--- src/logic/qpc_pkg.sv ---
// package for the quadrature position counter: constants and carrier types
// ----------------------------------------------------------------------------
// ----------------------------------------------------------------------------
package qpc_pkg;

  localparam int unsigned COUNT_W      = 16;
  localparam int unsigned TERM_W       = 8;
  localparam logic [15:0] COUNT_RESET  = 16'h0000;
  localparam logic [1:0]  PHASE_RESET  = 2'h0;
  localparam int unsigned SYNC_STAGES  = 3;

  // phase pair as seen on the encoder pins
  typedef struct packed {
    logic phase_b;
    logic phase_a;
  } enc_phase_t;

  // monitored state: position and per-terminal on/off view
  typedef struct packed {
    logic [COUNT_W-1:0] encoder_position_monitor;
    logic [TERM_W-1:0]  input_state_monitor;
  } monitor_t;

endpackage

--- src/logic/quadrature_position_counter.sv ---
// quadrature decoder and 16-bit wrapping position counter with terminal view
`timescale 1ns/1ps
module quadrature_position_counter #(
  parameter int unsigned TERMS = qpc_pkg::TERM_W
) (
  input  wire logic                 clk_in,
  input  wire logic                 rst_in,
  input  wire logic                 ce_in,
  input  wire qpc_pkg::enc_phase_t  enc_in,
  input  wire logic [TERMS-1:0]     term_in,
  output qpc_pkg::monitor_t         monitor_out,
  output logic                      dir_reverse_out
);
  import qpc_pkg::*;

  // --------------------------------------------------------------------------
  // parameter checks
  // --------------------------------------------------------------------------
  // the monitor carrier has a fixed terminal field; any other width would
  // silently drop or pad terminals, so it is refused at elaboration
  if (TERMS != TERM_W)
  begin : g_terms_width
    $error("TERMS must equal the monitor terminal width");
  end

  // the filter below is written for exactly three stages
  if (SYNC_STAGES != 3)
  begin : g_sync_depth
    $error("the pin filter is built for three stages");
  end

  // the reset value must fill the counter exactly
  if ($bits(COUNT_RESET) != COUNT_W)
  begin : g_count_width
    $error("count reset value does not match the counter width");
  end

  // the decoder works on one phase pair: two pins, no more
  if ($bits(enc_phase_t) != 2)
  begin : g_phase_width
    $error("the phase carrier must hold exactly two pins");
  end

  // --------------------------------------------------------------------------
  // pin synchronisers
  // --------------------------------------------------------------------------
  // three stages; a change counts only once stages two and three agree, so a
  // single unsettled sample in stage one is never taken as a level
  logic [1:0]       ph_s1_q;
  logic [1:0]       ph_s2_q;
  logic [1:0]       ph_s3_q;
  logic [1:0]       ph_q;
  logic [TERMS-1:0] tm_s1_q;
  logic [TERMS-1:0] tm_s2_q;
  logic [TERMS-1:0] tm_s3_q;
  logic [TERMS-1:0] tm_q;

  // keep the last accepted level of a bit until stages two and three agree
  function automatic logic settle_bit(input logic held,
                                      input logic late,
                                      input logic last);
    settle_bit = (late == last) ? last : held;
  endfunction

  always_ff @(posedge clk_in)
  begin
    if (rst_in)
    begin
      ph_s1_q <= PHASE_RESET;
      ph_s2_q <= PHASE_RESET;
      ph_s3_q <= PHASE_RESET;
      ph_q    <= PHASE_RESET;
    end
    else if (ce_in)
    begin
      ph_s1_q <= {enc_in.phase_b, enc_in.phase_a};
      ph_s2_q <= ph_s1_q;
      ph_s3_q <= ph_s2_q;
      // per-bit filter so each phase edge is seen exactly once; both bits
      // moving on one cycle is left for the decoder to refuse
      for (int i = 0; i < 2; i++)
      begin
        ph_q[i] <= settle_bit(ph_q[i], ph_s2_q[i], ph_s3_q[i]);
      end
    end
  end

  always_ff @(posedge clk_in)
  begin
    if (rst_in)
    begin
      tm_s1_q <= '0;
      tm_s2_q <= '0;
      tm_s3_q <= '0;
      tm_q    <= '0;
    end
    else if (ce_in)
    begin
      tm_s1_q <= term_in;
      tm_s2_q <= tm_s1_q;
      tm_s3_q <= tm_s2_q;
      // terminals share the filter; each bit settles on its own
      for (int i = 0; i < TERMS; i++)
      begin
        tm_q[i] <= settle_bit(tm_q[i], tm_s2_q[i], tm_s3_q[i]);
      end
    end
  end

  // --------------------------------------------------------------------------
  // start-up reference
  // --------------------------------------------------------------------------
  // the encoder may rest in any of its four states when reset ends; the
  // first settled pair becomes the reference and is never counted, else a
  // false step would follow a reset with the pins at 01 or 10; the trade: an edge that arrives in
  // the first cycles after reset is absorbed into the reference
  localparam int unsigned PRIME_CYCLES = SYNC_STAGES + 3;

  logic [2:0] prime_cnt_q;
  logic       primed;

  assign primed = (prime_cnt_q == 3'(PRIME_CYCLES));

  always_ff @(posedge clk_in)
  begin
    if (rst_in)
      prime_cnt_q <= 3'h0;
    else if (ce_in && !primed)
      prime_cnt_q <= 3'(prime_cnt_q + 3'h1);
  end

  // --------------------------------------------------------------------------
  // quadrature decode
  // --------------------------------------------------------------------------
  // prev_q is the filtered pair of the cycle before; a legal move changes
  // one bit of it; both bits moving at once (a glitch, or pins too fast for
  // the filter) gives no direction, so it is dropped rather than guessed
  logic [1:0] prev_q;
  logic       step_up;
  logic       step_dn;

  function automatic logic [1:0] gray_pos(input logic [1:0] ba);
    // position of the phase pair in the forward cycle 00,01,11,10
    case (ba)
      2'h0:    gray_pos = 2'h0;
      2'h1:    gray_pos = 2'h1;
      2'h3:    gray_pos = 2'h2;
      default: gray_pos = 2'h3;
    endcase
  endfunction

  always_comb
  begin
    logic [1:0] delta;
    delta   = 2'(gray_pos(ph_q) - gray_pos(prev_q));
    step_up = 1'b0;
    step_dn = 1'b0;
    if (primed)
    begin
      case (delta)
        2'h1:    step_up = 1'b1;
        2'h3:    step_dn = 1'b1;
        default: step_up = 1'b0; // no move, or both phases at once
      endcase
    end
  end

  always_ff @(posedge clk_in)
  begin
    if (rst_in)
      prev_q <= PHASE_RESET;
    else if (ce_in)
      prev_q <= ph_q;
  end

  // --------------------------------------------------------------------------
  // position counter
  // --------------------------------------------------------------------------
  // modular arithmetic wraps both ways with no special case; the cast makes
  // the dropped carry deliberate
  logic [COUNT_W-1:0] count_q;

  always_ff @(posedge clk_in)
  begin
    if (rst_in)
      count_q <= COUNT_RESET;
    else if (ce_in)
    begin
      if (step_up)
        count_q <= COUNT_W'(count_q + 1'b1);
      else if (step_dn)
        count_q <= COUNT_W'(count_q - 1'b1);
    end
  end

  // sense of the last accepted step; it holds through idle time
  always_ff @(posedge clk_in)
  begin
    if (rst_in)
      dir_reverse_out <= 1'b0;
    else if (ce_in)
    begin
      if (step_dn)
        dir_reverse_out <= 1'b1;
      else if (step_up)
        dir_reverse_out <= 1'b0;
    end
  end

  // --------------------------------------------------------------------------
  // monitor output
  // --------------------------------------------------------------------------
  // a registered copy: reading never touches the counter itself
  always_ff @(posedge clk_in)
  begin
    if (rst_in)
      monitor_out <= '0;
    else if (ce_in)
    begin
      monitor_out.encoder_position_monitor <= count_q;
      monitor_out.input_state_monitor      <= tm_q;
    end
  end

endmodule // quadrature_position_counter

--- config.mk ---
export PLATFORM = sky130hd
export DESIGN_NAME = quadrature_position_counter
export DESIGN_NICKNAME = d
export VERILOG_FILES = /design/src/logic/qpc_pkg.sv /design/src/logic/quadrature_position_counter.sv
export SDC_FILE = /design/constraint.sdc
export NUM_CORES = 1
export LEC_CHECK = 0
export BUFFER_PORTS_ARGS = -buffer_cell sky130_fd_sc_hd__buf_2
export CAP_MARGIN = 20
export CORE_MARGIN = 3
export CORE_UTILIZATION = 50
export CTS_CLUSTER_SIZE = 30
export DETAILED_ROUTE_END_ITERATION = 16
export GPL_TIMING_DRIVEN = 0
export PLACE_DENSITY = 0.68
export SYNTH_ARGS = -nofsm -noshare
export SYNTH_HDL_FRONTEND = slang
export SYNTH_SLANG_ARGS = --single-unit
--- constraint.sdc ---
create_clock -name clk_in -period 4.39 [get_ports clk_in]
set_input_delay 0.2195 -clock clk_in [delete_from_list [all_inputs] [get_ports clk_in]]
set_output_delay 0.2195 -clock clk_in [all_outputs]
set_load 0.05 [all_outputs]
==> results of run 1 <==
==> power by group through the flow <==
stage,combinational [uW],clock (uW),sequential (uW)
after CTS,76.3,551,800
after floorplan,54.5,0,816
after detailed placement,75.8,0,818
after global placement,74.2,0,818
final,74.6,532,800
after global routing,83.1,583,803
==> area by class of cell <==
| cell class | count | area, sq um | area share [%] |
|---|---|---|---|
| Multi-Input combinational cell | 307 | 2086 | 47.28 |
| Sequential cell | 86 | 1722 | 39.02 |
| Timing Repair Buffer | 35 | 175.2 | 3.971 |
| Clock buffer | 9 | 123.9 | 2.808 |
| Tap cell | 99 | 123.9 | 2.808 |
| Buffer | 21 | 82.58 | 1.872 |
| Clock inverter | 7 | 65.06 | 1.475 |
| Inverter | 9 | 33.78 | 0.7657 |
==> through the flow <==
step / total power (uW) / instance area [sq um]
2_1_floorplan: 870.6 / 3924
3_3_place_gp: 892.1 / 4223
3_5_place_dp: 894.2 / 4223
4_1_cts: 1427 / 4412
5_1_grt: 1469 / 4412
6_report: 1407 / 4412
==> worst max path at each step <==
| stage | depth (start not counted) | from | end |
|---|---|---|---|
| 6_report | 12 | ph_q[0] | count_q[15] |
| 2_1_floorplan | 12 | ph_q[0] | count_q[15] |
| 3_3_place_gp | 12 | ph_q[0] | count_q[15] |
| 4_1_cts | 12 | ph_q[0] | count_q[15] |
| 5_1_grt | 12 | ph_q[0] | count_q[15] |
| 3_5_place_dp | 12 | ph_q[0] | count_q[15] |
==> per-layer routing <==
| layer | GRT usage [%] | wire (um) |
|---|---|---|
| met5 | 0 | 0 |
| met1 | 25.68 | 4007 |
| met2 | 32.80 | 3799 |
| met3 | 4.064 | 291 |
| met4 | 5.649 | 79 |
==> state kept, by name, summed over array words and instances (netlist names) <==
| name | count |
|---|---|
| ph_s3_q | 2 |
| tm_q | 8 |
| prev_q | 2 |
| monitor_out | 24 |
| dir_reverse_out | 1 |
| tm_s2_q | 8 |
| count_q | 16 |
| tm_s3_q | 8 |
| ph_q | 2 |
| prime_cnt_q | 3 |
| ph_s2_q | 2 |
| ph_s1_q | 2 |
| tm_s1_q | 8 |
==> cell families after synthesis <==
logic type	Yosys count	share of synthesized area [%]
buffers and inverters	30	2.965
AO/OA/AOI/OAI	90	14.80
flip-flops	86	43.88
XOR/XNOR	11	2.806
multiplexers	58	14.83
AND/OR/NAND/NOR	125	13.20
adder cells (fa/ha/maj)	23	7.525
==> critical path: cells and delay by family, from the launching register on <==
family / cells / cell delay, ns
AOI/OAI and AO/OA: 4 / 1.15
xor gates and xnor gates: 1 / 0.35
and+or+nand+nor: 1 / 0.43
DFF: 1 / 0.39
buffers and inverters: 1 / 0.07
adders and majority gates: 3 / 0.99
muxes: 2 / 0.51
==> cells in the mapped netlist, drive strengths merged (2+ instances only) <==
master / number
dfxtp: 86
nor2: 75
mux2i: 57
a21oi: 34
nand2: 30
ha: 22
o21ai: 20
a21o: 15
clkbuf: 14
inv: 9
buf: 7
nor3: 6
xor2: 6
a211oi: 5
xnor2: 4
nor2b: 3
o21a: 3
a211o: 2
a22o: 2
and2: 2
nand3: 2
==> impl_metrics.tcl, run 1 <==
set metrics [dict create \
    status "complete, no violations" \
    io_buffers 35 \
    cts_root_buf "clkbuf_8" \
    dp_hpwl_mm 5.770 \
    grt_pass1_vias 2921 \
    tns_ns 0 \
    yosysUniqueCellTypes 43 \
    worst_slack_ns 0.3730 \
    hold_viol 0 \
    grt_pass1_wl_mm 13.75 \
    pwr-share-comb_pct 5.3 \
    utilization_pct 59.24 \
    pwr-share-clk_pct 37.8 \
    insertedDiodeCount 0 \
    vias_per_cell 5.365 \
    grt_max_degree 18 \
    hold_ws_ns 0.09709 \
    clock_path_buffers 2 \
    ios 38 \
    relSlewSlack_pct 44.93 \
    critPathArrivalTime_ns 4.26 \
    cts_setup_buffers 0 \
    yosys_warnings 0 \
    die_y_um 94.59 \
    whs_endpoint "tm_s1_q[6]" \
    slowest_delay_ns 0.50 \
    syn_area_sq_um 3924 \
    swShare_pct 26.07 \
    antenna_found_initial 0 \
    synth_cells 423 \
    dp.cells 557 \
    period_needed_ns 4.017 \
    drt-initial-drc-count 104 \
    pwr_density_cell_nw_per_um2 319.0 \
    path_cells "inv_1 > ha_1 > ha_1 > xnor3_1 > nand2_1 > ha_1 > a211o_1 > a211o_1 > a221oi_4 > a2bb2oi_2 > mux2i_1 > mux2_1" \
    fill_cells 676 \
    cp_max_fo 17 \
    synth-seq-cells 86 \
    htreeDepth 3 \
    cts.hold.buffers_added 0 \
    ir_worst_vdd_mv 0.2415 \
    synth_ff_type "dfxtp_1" \
    syn_area_per_cell_sq_um 9.276 \
    fmax_ghz 0.2489 \
    fin_cells 573 \
    hold_class "input port to flip-flop" \
    vias 3074 \
    synth_top_area_share_pct 43.88 \
    grt_usage_pct 19.63 \
    crit_top_cell "ha_1" \
    synth_nets 459 \
    r2r-start "ph_q[0]" \
    cts_buffers 9 \
    cap_violations 0 \
    reg2regPathDepth 12 \
    yosys-top-cells-area "dfxtp_1 (44%), mux2i_1 (15%), nor2_1 (7.2%)" \
    seq_power_share_pct 56.9 \
    gp_congestion 0.8892 \
    ant_nets 0 \
    reg2reg_to "count_q[15]" \
    path_clk_slew_ns 0.10 \
    finalSetupViolations 0 \
    async_reset_ff_share_pct 0 \
    grt_overflow 0 \
    timing.final.crit_share_pct 91.50 \
    wl_per_cell_um 14.27 \
    tightestPinTransition_ns 0.8260 \
    cts_tree "built" \
    layout_common_cells "dfxtp_1 (86), nor2_1 (75), mux2i_1 (57)" \
    die-area_sq_um 8946 \
    initial_core_util_pct 52.69 \
    dieWidth_um 94.59 \
    drcViolationCount 0 \
    crit_type "flip-flop to flip-flop" \
    core-area_sq_um 7447 \
    place_ws_ns 0.3960 \
    r2r_slack_ns 0.37 \
    p_leak_uw 0.002108 \
    crit_path_top_delay_cell "ha_1" \
    intPower_uw 1040 \
    cts_resized 0 \
    clock-sinks 86 \
    fin_worst_skew_ns 0.009120 \
    layout_commonest_cell "dfxtp_1" \
    switching_power_uw 366.9 \
    cp-start-kind "flip-flop" \
    drt-total-wl_mm 8.177 \
    endpoint_kind "flip-flop" \
    min-delay-start "term_in[6]" \
    rsz0062_at_grt "false" \
    drive_gt1_share_pct 12.03 \
    core.rowCount 31 \
    first_pass_iters 4 \
    maxSlewViolCount 0 \
    insertion_delay_ns 0.36 \
    yosysTopAreaCell "dfxtp_1" \
    syn2layout_area_growth_pct 12.44 \
    synth_edf_count 0 \
    cp.required_ns 4.64 \
    hold_depth 3 \
    ys_seq_area_share_pct 43.88 \
    nNetsFinal 505 \
]
Power figures use the tool's default switching activity.
==> inputs of run 2 (changes only) <==
--- a/config.mk
+++ b/config.mk
@@ -6,12 +6,11 @@
 export NUM_CORES = 1
 export LEC_CHECK = 0
 export BUFFER_PORTS_ARGS = -buffer_cell sky130_fd_sc_hd__buf_2
-export CAP_MARGIN = 20
+export CORE_ASPECT_RATIO = 0.5
 export CORE_MARGIN = 3
 export CORE_UTILIZATION = 50
 export CTS_CLUSTER_SIZE = 30
 export DETAILED_ROUTE_END_ITERATION = 16
-export GPL_TIMING_DRIVEN = 0
 export PLACE_DENSITY = 0.68
 export SYNTH_ARGS = -nofsm -noshare
 export SYNTH_HDL_FRONTEND = slang
==> impl_metrics.tcl, run 2 (same netlist as run 1, synthesis figures left out) <==
set metrics [dict create \
    cts.hold.buffers_added 0 \
    pwr-share-comb_pct 4.0 \
    critPathArrivalTime_ns 3.86 \
    period_needed_ns 3.641 \
    largest_reg_flops 24 \
    wl_per_cell_um 12.63 \
    crit_path_top_delay_cell "dfxtp_1" \
    core.rowCount 22 \
    swShare_pct 20.94 \
    path_clk_slew_ns 0.06 \
    core-area_sq_um 7460 \
    grt_max_degree 55 \
    clock_path_buffers 2 \
    slowest_delay_ns 0.39 \
    crit_top_cell "ha_1" \
    clock-sinks 86 \
    layout_commonest_cell "dfxtp_1" \
    status "complete, no violations" \
    reg_top3 "monitor_out: 24 flops, count_q: 16 flops" \
    relSlewSlack_pct 35.93 \
    ios 38 \
    fin_worst_skew_ns 0.004789 \
    grt_pass1_wl_mm 12.59 \
    die_y_um 68.64 \
    htreeDepth 3 \
    cap_violations 0 \
    maxSlewViolCount 0 \
    cp.required_ns 4.61 \
    dp_hpwl_mm 4.700 \
    syn2layout_area_growth_pct 14.92 \
    grt_pass1_vias 2699 \
    ant_nets 0 \
    path_cells "inv_1 > ha_1 > ha_1 > xnor3_1 > nand2_1 > ha_1 > a211o_1 > a211o_1 > a221oi_4 > a2bb2oi_2 > mux2i_1 > mux2_1" \
    endpoint_kind "flip-flop" \
    cts_tree "built" \
    seq_power_share_pct 48.0 \
    cp-start-kind "flip-flop" \
    pwr_density_cell_nw_per_um2 370.4 \
    rsz0062_at_grt "false" \
    io_buffers 37 \
    drcViolationCount 0 \
    cts_root_buf "clkbuf_16" \
    ir_worst_vdd_mv 0.2194 \
    nNetsFinal 490 \
    timing.final.crit_share_pct 82.93 \
    drt-total-wl_mm 7.159 \
    die-area_sq_um 9011 \
    drive_gt1_share_pct 12.64 \
    switching_power_uw 349.8 \
    initial_core_util_pct 52.60 \
    hold_viol 0 \
    tns_ns 0 \
    layout_common_cells "dfxtp_1 (86), nor2_1 (75), mux2i_1 (57)" \
    vias 2906 \
    dieWidth_um 131.3 \
    cts_setup_buffers 0 \
    drt-initial-drc-count 198 \
    cts_resized 0 \
    finalSetupViolations 0 \
    fmax_ghz 0.2747 \
    hold_class "input port to flip-flop" \
    insertedDiodeCount 0 \
    p_leak_uw 0.002163 \
    largest_register "monitor_out" \
    cp_max_fo 9 \
    tightestPinTransition_ns 0.9611 \
    cts_buffers 9 \
    first_pass_iters 4 \
    pwr-share-clk_pct 48.0 \
    intPower_uw 1321 \
    hold_ws_ns 0.1170 \
    grt_usage_pct 17.40 \
    grt_overflow 0 \
    crit_type "flip-flop to flip-flop" \
    gp_congestion 0.8735 \
    insertion_delay_ns 0.34 \
    vias_per_cell 5.125 \
    antenna_found_initial 0 \
]
-- run 2: cell types whose count changed in the layout (fill, tap and decap cells not counted) --
cell and change:
clkinv_4 -1, buf_1 -4, buf_4 +5, clkinv_2 +1, clkbuf_16 +9, inv_6 -1, clkbuf_1 -12, bufinv_16 +2
clkinvlp_4 -1, buf_2 -2, inv_8 -2, clkbuf_8 -9
-- run 2: path summary, 6_finish.rpt --
path            endpoint  slack [ns]  cells past startpoint       start
max          count_q[15]        0.75                     12     ph_q[0]
min           tm_s1_q[0]        0.12                      3  term_in[0]
max reg2reg  count_q[15]        0.75                     12     ph_q[0]
min reg2reg      tm_q[4]        0.46                      2  tm_s3_q[4]
-- run 2: area by class of cell --
type,count,area (sq um)
Fill cell,683,2950
Sequential cell,86,1722
Tap cell,108,135.1
Clock inverter,5,82.58
Clock buffer,11,232.7
Timing Repair Buffer,41,217.7
Inverter,9,33.78
Multi-Input combinational cell,307,2086
-- run 2: power by group through the flow --
stage	Clock [uW]	Sequential, uW	Combinational [uW]
finish	802	801	67.4
global route	864	802	75.7
CTS	828	801	68.5
floorplan	0	816	54.5
detailed placement	0	818	68.3
global placement	0	818	67.5
-- run 2: critical path, delay by kind of cell, from the launching register on --
kind            cells  cell delay [ns]
compound gates      4             1.08
xor+xnor            1             0.36
fa+ha+maj           3             0.90
buf+inv             1             0.06
flops               1             0.39
mux                 2             0.50
simple gates        1             0.24
-- run 2: routing by layer --
metal	track usage [%]	routed length, um	up-vias	part of all wire (%)
li1	-	-	1539	-
met1	22.34	3711	1321	52
met2	27.84	3023	40	42
met3	5.217	358	6	5.0
met4	7.723	65	0	0.91
met5	0	0	-	0
-- run 2: per-stage QoR --
stage	cell area (sq um)	instances	setup slack [ns]	total power, uW	util [%]
finish	4509	567	0.7493	1670	60.45
global route	4509	567	0.4938	1742	60.45
CTS	4509	567	0.7445	1698	60.45
detailed placement	4194	551	0.7842	886.8	56.22
global placement	4194	551	0.8760	885.6	56.22
floorplan	3924	423	0.9023	870.6	-
